==> src/hdl/gdl_pkg.sv <==
/*
  Package for the gamma latch control block: channel counts, code layout,
  bus address constants, command fields and the byte carrier struct.
  Assumes a single 200 MHz clock domain; no bus registers are exposed.
*/
package gdl_pkg;

  // ****************************************************************
  // Channel layout
  // ****************************************************************
  localparam int unsigned GDL_NUM_GAMMA  = 18;                 // Gamma channels
  localparam int unsigned GDL_NUM_COMMON = 2;                  // Common-voltage channels
  localparam int unsigned GDL_NUM_CH     = GDL_NUM_GAMMA + GDL_NUM_COMMON;
  localparam int unsigned GDL_CODE_W     = 10;                 // Code width
  localparam int unsigned GDL_CH_W       = 5;                  // Channel index width
  localparam logic [9:0]  GDL_CODE_MID   = 10'h200;            // Midpoint, 512 of 1024
  localparam logic [4:0]  GDL_CH_LAST    = 5'h13;              // Highest valid channel

  // ****************************************************************
  // Bus constants
  // ****************************************************************
  localparam logic [6:0]  GDL_DEV_ADDR   = 7'h3a;              // Write byte 74h
  localparam logic [7:0]  GDL_GC_ADDR    = 8'h00;              // General call address
  localparam logic [7:0]  GDL_GC_RESET   = 8'h06;              // General call reset data
  localparam logic [2:0]  GDL_CMD_WRITE  = 3'h0;               // Plain channel write
  localparam logic [2:0]  GDL_CMD_ALLRST = 3'h4;               // Reset all channels
  localparam logic [2:0]  GDL_CMD_CHRST  = 3'h2;               // Reset one channel
  localparam int unsigned GDL_UPD_BIT    = 15;                 // Software update bit
  localparam logic [3:0]  GDL_BIT_LAST   = 4'h7;               // Last bit index of a byte

  // ****************************************************************
  // Types
  // ****************************************************************
  typedef logic [GDL_CODE_W-1:0] gdl_code_t;

  // Received byte handed from the bus receiver to the control logic
  typedef struct packed {
    logic       valid;  // One-cycle pulse: byte complete (before ack slot)
    logic       first;  // Byte follows a start condition
    logic [7:0] data;   // Byte value, MSB first on the wire
  } gdl_byte_s;

  // Receiver framing events
  typedef struct packed {
    logic start;        // Start or repeated start seen
    logic stop;         // Stop seen
  } gdl_frame_s;

  // Control state machine
  typedef enum logic [5:0] {
    GDL_IDLE  = 6'b000001,  // Waiting for address byte
    GDL_GCALL = 6'b000010,  // General call address taken
    GDL_CMD   = 6'b000100,  // Waiting for channel address byte
    GDL_MSB   = 6'b001000,  // Waiting for high data byte
    GDL_LSB   = 6'b010000,  // Waiting for low data byte
    GDL_IGN   = 6'b100000   // Not addressed; ignore until stop/start
  } gdl_state_e;

endpackage : gdl_pkg

==> src/hdl/gdl_bus_rx.sv <==
/*
  Two-wire slave bit receiver: synchronises the pins, finds start and stop,
  shifts bytes in and drives the acknowledge slot when told to.
  Assumes bus clock far below 200 MHz so that two-flop sampling suffices.
*/
`timescale 1ns/100ps
module gdl_bus_rx
  import gdl_pkg::*;
(
  input  wire logic       clk_in,       // 200 MHz clock
  input  wire logic       rstn_in,      // Synchronous reset, active low
  input  wire logic       ce_in,        // Clock enable
  input  wire logic       scl_in,       // Serial clock pin
  input  wire logic       sda_in,       // Serial data pin
  input  wire logic       ack_in,       // Ack the byte just delivered
  output gdl_byte_s       byte_out,     // Received byte
  output gdl_frame_s      frame_out,    // Start/stop events
  output logic            sda_oe_out    // Pull data low while high
);

  // ****************************************************************
  // Pin synchronisers
  // ****************************************************************
  logic [1:0] scl_sync_q;   // Two-flop chain for clock pin
  logic [1:0] sda_sync_q;   // Two-flop chain for data pin
  logic       scl_q;        // Delayed synchronised clock
  logic       sda_q;        // Delayed synchronised data
  logic [3:0] bit_cnt_q;    // Bit position within the byte
  logic [7:0] shift_q;      // Shift register
  logic       in_ack_q;     // Inside the acknowledge slot
  logic       first_q;      // Next byte is first after start
  logic       ack_q;        // Ack requested for current slot

  // Edge decode, read only from second flops onwards
  wire scl_s    = scl_sync_q[1];
  wire sda_s    = sda_sync_q[1];
  wire scl_rise = scl_s & ~scl_q;
  wire scl_fall = ~scl_s & scl_q;
  wire start_ev = scl_s & scl_q & sda_q & ~sda_s;
  wire stop_ev  = scl_s & scl_q & ~sda_q & sda_s;
  wire byte_end = scl_rise & ~in_ack_q & (bit_cnt_q == GDL_BIT_LAST);

  // Synchronise and delay the pins
  always_ff @(posedge clk_in) begin
    if (!rstn_in) begin
      scl_sync_q <= 2'h3;
      sda_sync_q <= 2'h3;
      scl_q      <= 1'h1;
      sda_q      <= 1'h1;
    end else if (ce_in) begin
      scl_sync_q <= {scl_sync_q[0], scl_in};
      sda_sync_q <= {sda_sync_q[0], sda_in};
      scl_q      <= scl_s;
      sda_q      <= sda_s;
    end
  end

  // ****************************************************************
  // Byte shifter and ack slot
  // ****************************************************************
  // Bits are taken on the clock rise; the ack drive changes on the fall
  always_ff @(posedge clk_in) begin
    if (!rstn_in) begin
      bit_cnt_q  <= 4'h0;
      shift_q    <= 8'h00;
      in_ack_q   <= 1'h0;
      first_q    <= 1'h0;
      ack_q      <= 1'h0;
      sda_oe_out <= 1'h0;
      byte_out   <= '0;
      frame_out  <= '0;
    end else if (ce_in) begin
      byte_out.valid <= 1'h0;
      frame_out      <= '{start: start_ev, stop: stop_ev};
      if (start_ev || stop_ev) begin
        // Framing resets the bit counter and releases data
        bit_cnt_q  <= 4'h0;
        in_ack_q   <= 1'h0;
        first_q    <= start_ev;
        sda_oe_out <= 1'h0;
      end else if (scl_rise && !in_ack_q) begin
        shift_q   <= {shift_q[6:0], sda_s};
        bit_cnt_q <= bit_cnt_q + 4'h1;
        if (byte_end) begin
          byte_out <= '{valid: 1'h1, first: first_q, data: {shift_q[6:0], sda_s}};
          first_q  <= 1'h0;
        end
      end else if (scl_fall) begin
        if (bit_cnt_q == GDL_BIT_LAST + 4'h1 && !in_ack_q) begin
          // Enter ack slot; control has answered by now
          in_ack_q   <= 1'h1;
          sda_oe_out <= ack_q;
        end else if (in_ack_q) begin
          in_ack_q   <= 1'h0;
          bit_cnt_q  <= 4'h0;
          sda_oe_out <= 1'h0;
        end
      end
      if (byte_out.valid) begin
        ack_q <= ack_in;
      end
    end
  end

endmodule : gdl_bus_rx

==> src/hdl/gdl_latch_ctrl.sv <==
/*
  Gamma latch control top: storage and output code registers for twenty
  channels, write decode from the two-wire receiver, reset commands and
  the latch pin / software update transfer.
  Assumes the converter reads the output codes continuously.
*/
`timescale 1ns/100ps
// Contract
// - Eighteen gamma plus two common channels, 10-bit
// - Storage and output register per channel
// - General call 00h then 06h resets all
// - Ack general call address; nack other data
// - Power-up reset loads midpoint everywhere
// - Command bits 100 reset all channels
// - Command bits 010 reset addressed channel
// - Codes are unsigned fraction of reference span
// - Latch low: output follows storage write
// - Latch high holds; falling edge transfers all
// - Bit 15 set transfers all after word
// - Resets update outputs regardless of latch; channel reset (010) updates the output only while latch is low
// - Respond at slave address 74h
// - Common channels writable independently
// - Only channels 00000 to 10011 acknowledged
// - Store only after second data byte
// - Auto-increment channel after each word
module gdl_latch_ctrl
  import gdl_pkg::*;
(
  input  wire logic                 clk_in,          // 200 MHz clock
  input  wire logic                 rstn_in,         // Synchronous reset, active low
  input  wire logic                 ce_in,           // Clock enable
  input  wire logic                 scl_in,          // Serial clock pin
  input  wire logic                 sda_in,          // Serial data pin
  input  wire logic                 load_latch_pin,  // Latch pin, high holds outputs
  output logic                      sda_oe_out,      // Data pin pull-low enable
  output gdl_code_t [GDL_NUM_CH-1:0] dac_code_out,   // Output codes to converter
  output logic                      update_out       // Pulse: outputs reloaded
);

  // ****************************************************************
  // Receiver
  // ****************************************************************
  gdl_byte_s  rx_byte;   // Received byte
  gdl_frame_s rx_frame;  // Start/stop events
  logic       ack_d;     // Ack decision for current byte

  gdl_bus_rx u_rx (
    .clk_in     (clk_in),
    .rstn_in    (rstn_in),
    .ce_in      (ce_in),
    .scl_in     (scl_in),
    .sda_in     (sda_in),
    .ack_in     (ack_d),
    .byte_out   (rx_byte),
    .frame_out  (rx_frame),
    .sda_oe_out (sda_oe_out)
  );

  // ****************************************************************
  // State and storage
  // ****************************************************************
  gdl_state_e             state_q;              // Control state
  gdl_state_e             state_d;              // Next state
  logic [GDL_CH_W-1:0]    ch_q;                 // Current channel
  logic [7:0]             msb_q;                // Held high data byte
  logic [2:0]             cmd_q;                // Command bits of address byte
  gdl_code_t              store_q [GDL_NUM_CH]; // Storage registers
  logic [1:0]             ld_sync_q;            // Latch pin synchroniser
  logic                   ld_q;                 // Delayed synchronised latch
  logic                   por_q;                // Power-up reset not yet done

  // Byte decode
  wire        bv        = rx_byte.valid;
  wire [7:0]  bd        = rx_byte.data;
  wire        addr_hit  = bd == {GDL_DEV_ADDR, 1'b0};
  wire        ch_ok     = bd[4:0] <= GDL_CH_LAST;
  wire [2:0]  cmd_in    = bd[7:5];
  // Word complete only on second data byte
  wire        word_done = bv && state_q == GDL_LSB;
  wire        gc_reset  = bv && state_q == GDL_GCALL && bd == GDL_GC_RESET;
  wire        all_rst   = bv && state_q == GDL_CMD && ch_ok && cmd_in == GDL_CMD_ALLRST;
  wire        ch_rst    = word_done && cmd_q == GDL_CMD_CHRST;
  wire        ch_wr     = word_done && cmd_q == GDL_CMD_WRITE;
  wire        sw_upd    = ch_wr && msb_q[GDL_UPD_BIT-8];
  // Latch falling edge from second flop
  wire        ld_s      = ld_sync_q[1];
  wire        ld_fall   = ld_q & ~ld_s;
  wire        full_rst  = gc_reset | por_q | all_rst;
  wire        xfer_all  = ld_fall | sw_upd;
  wire [GDL_CODE_W-1:0] wr_code = {msb_q[1:0], bd};

  // ****************************************************************
  // Byte sequencing
  // ****************************************************************
  always_comb begin
    state_d = state_q;
    ack_d   = 1'b0;
    case (state_q)
      GDL_IDLE, GDL_IGN: begin
        if (bv && rx_byte.first) begin
          // Always ack the general call address
          if (bd == GDL_GC_ADDR) begin
            state_d = GDL_GCALL;
            ack_d   = 1'b1;
          end else if (addr_hit) begin
            state_d = GDL_CMD;
            ack_d   = 1'b1;
          end else begin
            state_d = GDL_IGN;
          end
        end
      end
      GDL_GCALL: begin
        if (bv) begin
          // Only the reset data byte is acked
          ack_d   = bd == GDL_GC_RESET;
          state_d = GDL_IGN;
        end
      end
      GDL_CMD: begin
        if (bv) begin
          ack_d   = ch_ok;
          state_d = ch_ok && cmd_in != GDL_CMD_ALLRST ? GDL_MSB : GDL_IGN;
        end
      end
      GDL_MSB: begin
        if (bv) begin
          ack_d   = 1'b1;
          state_d = GDL_LSB;
        end
      end
      GDL_LSB: begin
        if (bv) begin
          ack_d   = 1'b1;
          state_d = GDL_MSB;
        end
      end
      default: state_d = GDL_IDLE;
    endcase
    // Start or stop abandons a partial word
    if (rx_frame.start || rx_frame.stop) begin
      state_d = GDL_IDLE;
    end
  end

  // Control registers
  always_ff @(posedge clk_in) begin
    if (!rstn_in) begin
      state_q   <= GDL_IDLE;
      ch_q      <= '0;
      msb_q     <= 8'h00;
      cmd_q     <= GDL_CMD_WRITE;
      // Cleared so a pin held low through reset gives no false fall
      ld_sync_q <= '0;
      ld_q      <= 1'h0;
      por_q     <= 1'h1;
    end else if (ce_in) begin
      state_q   <= state_d;
      ld_sync_q <= {ld_sync_q[0], load_latch_pin};
      ld_q      <= ld_s;
      por_q     <= 1'h0;
      if (bv && state_q == GDL_CMD) begin
        ch_q  <= bd[4:0];
        cmd_q <= cmd_in;
      end
      if (bv && state_q == GDL_MSB) begin
        msb_q <= bd;
      end
      // Advance, wrapping after the last channel
      if (word_done) begin
        ch_q <= (ch_q == GDL_CH_LAST) ? '0 : ch_q + 5'h01;
      end
    end
  end

  // ****************************************************************
  // Channel registers
  // ****************************************************************
  // One storage/output pair per channel, each addressed alone
  // Codes are kept as plain unsigned binary for the converter
  for (genvar c = 0; c < GDL_NUM_CH; c++) begin : g_ch
    wire hit = ch_q == GDL_CH_W'(c);
    always_ff @(posedge clk_in) begin
      if (!rstn_in) begin
        store_q[c]      <= GDL_CODE_MID;
        dac_code_out[c] <= GDL_CODE_MID;
      end else if (ce_in) begin
        if (full_rst) begin
          store_q[c]      <= GDL_CODE_MID;
          dac_code_out[c] <= GDL_CODE_MID;
        end else if (ch_rst && hit) begin
          // Reset one channel; follows latch like a write
          store_q[c] <= GDL_CODE_MID;
          if (!ld_s) begin
            dac_code_out[c] <= GDL_CODE_MID;
          end
        end else if (ch_wr && hit) begin
          // Store; pass straight on while latch low
          store_q[c] <= wr_code;
          if (!ld_s || sw_upd) begin
            dac_code_out[c] <= wr_code;
          end
        end else if (xfer_all) begin
          dac_code_out[c] <= store_q[c];
        end
      end
    end
  end

  // Update indication
  always_ff @(posedge clk_in) begin
    if (!rstn_in) begin
      update_out <= 1'h0;
    end else if (ce_in) begin
      update_out <= full_rst | xfer_all;
    end
  end

endmodule : gdl_latch_ctrl

==> config.mk <==
export PLATFORM = sky130hd
export DESIGN_NAME = gdl_latch_ctrl
export DESIGN_NICKNAME = d
export VERILOG_FILES = /design/src/hdl/gdl_pkg.sv /design/src/hdl/gdl_bus_rx.sv /design/src/hdl/gdl_latch_ctrl.sv
export SDC_FILE = /design/constraint.sdc
export NUM_CORES = 1
export LEC_CHECK = 0
export BUFFER_PORTS_ARGS = -buffer_cell sky130_fd_sc_hd__buf_2
export CORE_AREA = 2 2 269 271
export DETAILED_ROUTE_END_ITERATION = 8
export DIE_AREA = 0 0 271 273
export HOLD_SLACK_MARGIN = 0.02
export SYNTH_ARGS = -nofsm -noshare
export SYNTH_HDL_FRONTEND = slang
export SYNTH_SLANG_ARGS = --single-unit
export TNS_END_PERCENT = 10
==> constraint.sdc <==
create_clock -name clk_in -period 3.5 [get_ports clk_in]
set_clock_uncertainty 0.15 [all_clocks]
set_input_delay 0.7 -clock clk_in [delete_from_list [all_inputs] [get_ports clk_in]]
set_output_delay 0.7 -clock clk_in [all_outputs]
set_load 0.005 [all_outputs]
---- Yosys cells after proc, flatten, opt, wreduce, memory -nomap -nowiden ----
Memory sizes are Yosys's and may differ from the RTL's.
Cells that the tools add are included.
word-level totals
  memories kept ........................... 1
  output and inout port bits .............. 202
  memory bits (writable) .................. 200
  input bits .............................. 6
  bits in registers ....................... 260
cells by class
  bitwise operators ....................... 81
  muxes and demuxes ....................... 404
  reduce and logical (&&, ||, !) cells .... 122
  add/subtract/negate cells ............... 2
  magnitude comparators ................... 1
  eq/ne operators ......................... 79
memories
  memory   depth  bits a word  read ports  clocked after Yosys merged registers in  write ports  line                  source
  store_q  20     10           20          0                                        20           gdl_latch_ctrl.sv:67  gdl_code_t store_q [GDL_NUM_CH];
operators by type and width
  kind                number
  $mux 10             145
  $mux 1              240
  $reduce_and 4->1    23
  $reduce_bool 4->1   20
  $ne 4x4->1 const B  18
  $ne 3x3->1 const B  22
  $or 1x1->1          64
  $logic_and 1x1->1   54
  $mux 6              9
  $eq 5x4->1 const B  8
  $pmux 6 s5          1
  $eq 5x3->1 const B  4
  $eq 5x5->1 const B  4
  $mux 4              5
  $mux 5              3
  $and 1x1->1         10
  $eq 5x2->1 const B  2
  $ne 3x1->1 const B  3
  $reduce_and 3->1    3
  $reduce_bool 3->1   3
  $eq 8x3->1 const B  1
  $eq 8x7->1 const B  1
  $logic_not 8->1     1
  $ne 4x3->1 const B  2
  26 further kinds    43

---- Depth between registers and ports, before layout ----
  depth in word-level cells ............... 12
  mapped depth ............................ 10

---- Cells and area by module ----
A second synthesis with hierarchy kept.
unflattened totals
  cell total of the unflattened synthesis .. 1992
  area total of the unflattened synthesis .. 20754.9 um2
by module, submodules not included
  module          cells an instance  area an instance (um2)  seq. area each (um2)  instances
  gdl_latch_ctrl  1842               19279.7                 10450.0               1
  gdl_bus_rx      150                1475.2                  660.6                 1

---- Worst setup path before layout ----
OpenSTA, ideal clock, no wires.
  path kind ............................... register to register
  start ................................... reg state_q[2]
  end ..................................... mem store_q[4][20] (netlist name) (enable)
  data required time ...................... 2.959 ns
  setup slack ............................. 0.365 ns
  stages on the path, launching flop included .. 7
  data arrival time ....................... 2.594 ns
  path through ............................ dfxtp_1 buf_2 or4b_1 buf_4 or4_1 and3_1 o21ai_0
RTL lines
  what                      line                   source
  start: declaration        gdl_latch_ctrl.sv:62   gdl_state_e state_q;
  start signal: assignment  gdl_latch_ctrl.sv:158  state_q <= state_d;
  end: declaration          gdl_latch_ctrl.sv:67

---- Final worst setup path ----
  start ................................... reg state_q[4]
  end ..................................... reg dac_code_out[109] (netlist name)
between the ends
  word-level cells in the longest chain between the ends .. 7
  elaborated cells between the ends (all ways) .. 25
  classes of those cells .................. 5 x eq/ne; 3 x mux; 3 x bitwise; 14 x reduce/logical
RTL lines
  what                                                          line                                                              source
  $eq 6x2->1, or another cell as far along                      gdl_latch_ctrl.sv:80                                              wire gc_reset = bv && state_q == GDL_GCALL && bd == GDL_GC_RESET;
  $logic_and 1x1->1, on equally long branches                   gdl_latch_ctrl.sv:80, gdl_latch_ctrl.sv:79, gdl_latch_ctrl.sv:81
  $logic_and 1x1->1, on equally long branches                   gdl_latch_ctrl.sv:80, gdl_latch_ctrl.sv:81, gdl_latch_ctrl.sv:83
  $or 1x1->1, or another cell as far along (2 in a row)         gdl_latch_ctrl.sv:88                                              wire full_rst = gc_reset | por_q | all_rst;
  $ne 4x4->1 (no source line), or another cell as far along     --
  $reduce_and 4->1 (no source line) or $mux 10 (tied branches)  --
  end signal: indexed assignment                                gdl_latch_ctrl.sv:201                                             dac_code_out[c] <= wr_code;
  end signal: indexed assignment                                gdl_latch_ctrl.sv:204                                             dac_code_out[c] <= store_q[c];
  end: declaration                                              gdl_latch_ctrl.sv:36                                              output gdl_code_t [GDL_NUM_CH-1:0] dac_code_out,
Several ways; a longest one is shown, not always the timed one.
A chain may end at the register's enable or synchronous reset.

==> reports/summary.log <==
[critical_path] crit start category flip-flop
[floorplanning] FP Rows 98
[global_routing] largest net degree at the start of global routing 121
[clocking] buffer levels on the longest clock path 3
[critical_path] worst reg2reg setup slack 0.22 ns
[detailed_routing] post-detailed-route wirelength per cell 20.02 um
[critical_path] Critical-path top delay cell sky130_fd_sc_hd__or4_1
[hold_path] WHS Endpoint u_rx.sda_sync_q[0]$_SDFFE_PN1P_
[detailed_routing] first-iteration detailed-routing DRC count 1440
[pwr] switching power total 2.666 mW
[clocking] Post-CTS Setup Inserts 0
[place] global placement routability congestion 0.9253
[layout] number of diodes 0
[timing] final setup violation count 0
[synthesis] net count of the mapped netlist 2226
[pwr] Clock power frac 43.7%
[place] total instance count after detailed placement 3317
[clocking] Num CTS Buffers 48
[pwr] VDD IR-drop max 379.9 uV
[detailed_routing] count of vias placed by the detailed router 16.84k
[critical_path] class of the most critical setup path flip-flop to flip-flop
[detailed_routing] iteration count of the initial detailed-routing pass 6
[critical_path] Critical Path AT 3.59 ns
[critical_path] cell-by-cell trace of the critical path nor4b_4 -> nand3_2 -> or4_1 -> o22ai_1 -> a21oi_1 -> buf_4 -> mux2i_1
[clocking] clock input transition at the sequential cells of the worst setup and hold paths 0.06 ns
[global_routing] initial antenna violation count 2
[critical_path] Critical Path Max Stage Delay 0.86 ns
[job] max-cap check violation count 0
[critical_path] FF-to-FF End dac_code_out[109]$_SDFFE_PN1P_
[timing] setup TNS after final layout 0 ns
[detailed_routing] # DRC 0
[place] buffers added on ports 207
[hold_path] path type of the worst min-delay path input pin to flip-flop
[pwr] Power Dens Cells 453.7 nW/um2
[timing] transition at the pin with the smallest max-transition slack 1.129 ns
[pwr] Leak 9.490 nW
[synthesis] Avg Cell Area, Syn 9.563 um2
[layout] final non-filler cell total 3406
[synthesis] Netlist cell types 72
[clocking] sinks on the clock net 455
[detailed_routing] Vias per Instance 4.944
[place] post-detailed-placement half-perimeter wirelength 46610 um
[synthesis] number of instances in the synthesized netlist 2213
[pwr] Gate power share 5.9%
[pwr] net switching share of the total power 23.41%
[critical_path] critical register-to-register path startpoint state_q[4]$_SDFFE_PN0P_
[global_routing] global-route wire length before repair 101500 um
[synthesis] Synth Warn # 0
[global_routing] Global Route Usage Sum 17.91%
[pwr] Cell Int Power 8.724 mW
[pwr] power after layout 11.39 mW
[synthesis] synthesized area 21160 um2
[critical_path] largest driver fanout on the critical path 22
[detailed_routing] aggregate routed wire length 68180 um
[timing] final worst path period share 93.70%
[clocking] CTS resizes 0
[outcome] result of the run completed
[timing] RSZ-0062 raised after global routing no
[synthesis] sequential cell area fraction in the yosys report 52.50%
[synthesis] fraction of synthesis flops using an asynchronous set or reset pin 0%
[critical_path] required time of the critical path 3.81 ns
[global_routing] via count of the first global-routing pass 16.20k
[layout] highest-count cells in the layout ignoring fill and taps sky130_fd_sc_hd__nand2_1 (533), sky130_fd_sc_hd__dfxtp_1 (255), sky130_fd_sc_hd__nor2_1 (233)
[clocking] root buffer cell sky130_fd_sc_hd__clkbuf_16
[critical_path] Critical Path End Type flip-flop
[hold_path] startpoint of the most critical hold path sda_in
[global_routing] residual overflow from global routing 0
[layout] fraction of final layout cells sized beyond drive strength 1 21.34%
[floorplanning] overall die area 73980 um2
[timing] Slew HR 24.61%
[floorplanning] Core Box Area 71000 um2
[clocking] hold buffer count at cts 0
[hold_path] number of cells traversed by the worst hold path 3
[clocking] depth of the CTS H-tree 2
[floorplanning] DIE HEIGHT 273 um
[floorplanning] width of the die 271 um
[synthesis] EDFF count, synth 200
[layout] most common library cell in the layout ignoring fill and taps sky130_fd_sc_hd__nand2_1
[critical_path] depth of the most critical reg-to-reg path 7
[detailed_routing] remaining antenna violation count after routing 0
[synthesis] top_reg_cell synth sky130_fd_sc_hd__dfxtp_1
[timing] highest clock frequency the design can meet 304.9 MHz
[pwr] part of the power in registers 50.4%
[clocking] Skew-Pair Late Insertion Delay 0.60 ns
[layout] layout overhead on the synthesized area 18.64%
[timing] Max Transition Viols Final 0
[floorplanning] Starting Density 29.81%
[timing] crit path time final 3.280 ns
[synthesis] number of storage elements in the synthesis netlist 455
[timing] number of hold violations in the final report 0
[floorplanning] IO Count 208
[layout] final-stage net count 2430
[clocking] TritonCTS clock tree yes
[worst max-delay path, delay by kind of cell (launching register included)]
kind / cells / cell delay, ns
simple gates: 3 / 1.68
flops: 1 / 0.57
compound gates: 2 / 0.33
buf+inv: 1 / 0.27
mux: 1 / 0.13
[how the worst max path moves through the flow]
stage                            start                             end  slack [ns]  cells past startpoint
2_1_floorplan  state_q[2]$_SDFFE_PN0P_    store_q[4][20]$_SDFFCE_PN0P_        0.37                      6
3_3_place_gp   state_q[4]$_SDFFE_PN0P_  dac_code_out[109]$_SDFFE_PN1P_        0.34                      7
3_5_place_dp   state_q[4]$_SDFFE_PN0P_  dac_code_out[109]$_SDFFE_PN1P_        0.28                      7
4_1_cts        state_q[4]$_SDFFE_PN0P_  dac_code_out[109]$_SDFFE_PN1P_        0.24                      7
5_1_grt        state_q[4]$_SDFFE_PN0P_  dac_code_out[109]$_SDFFE_PN1P_        0.01                      7
6_report       state_q[4]$_SDFFE_PN0P_  dac_code_out[109]$_SDFFE_PN1P_        0.22                      7
[cells by family after synthesis]
group | Yosys count | share of synthesized area, %
simple gates | 990 | 20.84
flops | 455 | 52.50
mux | 293 | 14.47
compound gates | 272 | 7.497
buf+inv | 195 | 4.239
fa+ha+maj | 7 | 0.4138
xor+xnor | 1 | 0.04139
[Yosys cell counts (4+ instances only)]
cell type                  instances  area [um2]
sky130_fd_sc_hd__a31oi_1           4       25.02
sky130_fd_sc_hd__buf_6             7       78.83
sky130_fd_sc_hd__a22o_1            5       43.79
sky130_fd_sc_hd__a21oi_1          43       215.2
sky130_fd_sc_hd__a211oi_1         14       105.1
sky130_fd_sc_hd__buf_2            42       210.2
sky130_fd_sc_hd__mux2_1            4       45.04
sky130_fd_sc_hd__o21ai_0         140       700.7
sky130_fd_sc_hd__nor2b_1          18       112.6
sky130_fd_sc_hd__o21ai_1          11       55.05
sky130_fd_sc_hd__o41ai_1           7       61.31
sky130_fd_sc_hd__nand3b_1          7       52.55
sky130_fd_sc_hd__a21o_1            7       52.55
sky130_fd_sc_hd__ha_1              7       87.58
sky130_fd_sc_hd__o221ai_1          4       35.03
sky130_fd_sc_hd__nor3_1           19       95.09
sky130_fd_sc_hd__or3_1            20       125.1
sky130_fd_sc_hd__nor4bb_1          5       50.05
sky130_fd_sc_hd__dfxtp_1         255        5105
sky130_fd_sc_hd__and2_1           22       137.6
sky130_fd_sc_hd__mux2_2           87       979.7
sky130_fd_sc_hd__mux2i_1         199        1992
sky130_fd_sc_hd__nand2_1         533        2001
sky130_fd_sc_hd__nor4_1            4       25.02
sky130_fd_sc_hd__nand3_1          23       115.1
sky130_fd_sc_hd__inv_1             9       33.78
sky130_fd_sc_hd__buf_4            16       120.1
sky130_fd_sc_hd__nor2_1          234       878.3
sky130_fd_sc_hd__or4_1             6       45.04
sky130_fd_sc_hd__o211ai_1          7       52.55
sky130_fd_sc_hd__clkbuf_1        115       431.7
sky130_fd_sc_hd__nand4_1          38       237.7
sky130_fd_sc_hd__nand2b_1         22       137.6
sky130_fd_sc_hd__o22ai_1          11       68.82
sky130_fd_sc_hd__and3_1            4       25.02
sky130_fd_sc_hd__edfxtp_1        200        6006
sky130_fd_sc_hd__nor3b_1           6       45.04
[power by group through the flow]
stage	logic, mW	clock network [mW]	registers, mW
after floorplan	0.453	0	5.84
after global placement	0.671	0	5.85
after detailed placement	0.672	0	5.86
after CTS	0.676	5.08	5.74
after global routing	0.729	5.28	5.75
final	0.668	4.98	5.74
[stage by stage]
step / instance area (um2) / hold slack, ns / util [%] / setup slack [ns]
3_3_place_gp: 23580 / 0.2830 / 33.21 / 0.3402
3_5_place_dp: 23580 / 0.2860 / 33.21 / 0.2775
6_report: 25110 / 0.1721 / 35.37 / 0.2204
2_1_floorplan: 21160 / 0.2817 / - / 0.3652
5_1_grt: 25110 / 0.1663 / 35.37 / 0.01139
4_1_cts: 25110 / 0.1503 / 35.37 / 0.2449
[registers in the layout (all words and copies together), names as in the netlist]
signal / flops
ch_q: 5
cmd_q: 3
dac_code_out: 200
ld_q: 1
ld_sync_q: 2
msb_q: 3
por_q: 1
state_q: 6
store_q: 200
u_rx.ack_q: 1
u_rx.bit_cnt_q: 4
u_rx.byte_out: 10
u_rx.first_q: 1
u_rx.frame_out: 2
u_rx.in_ack_q: 1
u_rx.scl_q: 1
u_rx.scl_sync_q: 2
u_rx.sda_oe_out: 1
u_rx.sda_q: 1
u_rx.sda_sync_q: 2
u_rx.shift_q: 7
update_out: 1
[layout make-up]
type	count	area, um2
fill	7189	45890
timing repair buffer	337	2068
sequential	455	11110
clock inverter	23	142.6
tap	950	1189
clock buffer	66	1388
inverter	12	45.04
multi-input combinational	1563	9165
[routing by layer]
| layer | track usage (%) | wire length, um | part of all wire (%) | vias up |
|---|---|---|---|---|
| met5 | 0 | 20 | 0.029 | - |
| met4 | 6.630 | 2361 | 3.5 | 4 |
| met3 | 4.587 | 5521 | 8.1 | 126 |
| met2 | 30.06 | 32320 | 47 | 604 |
| met1 | 22.13 | 27950 | 41 | 8054 |
| li1 | - | - | - | 8051 |
Power figures use the tool's default switching activity.
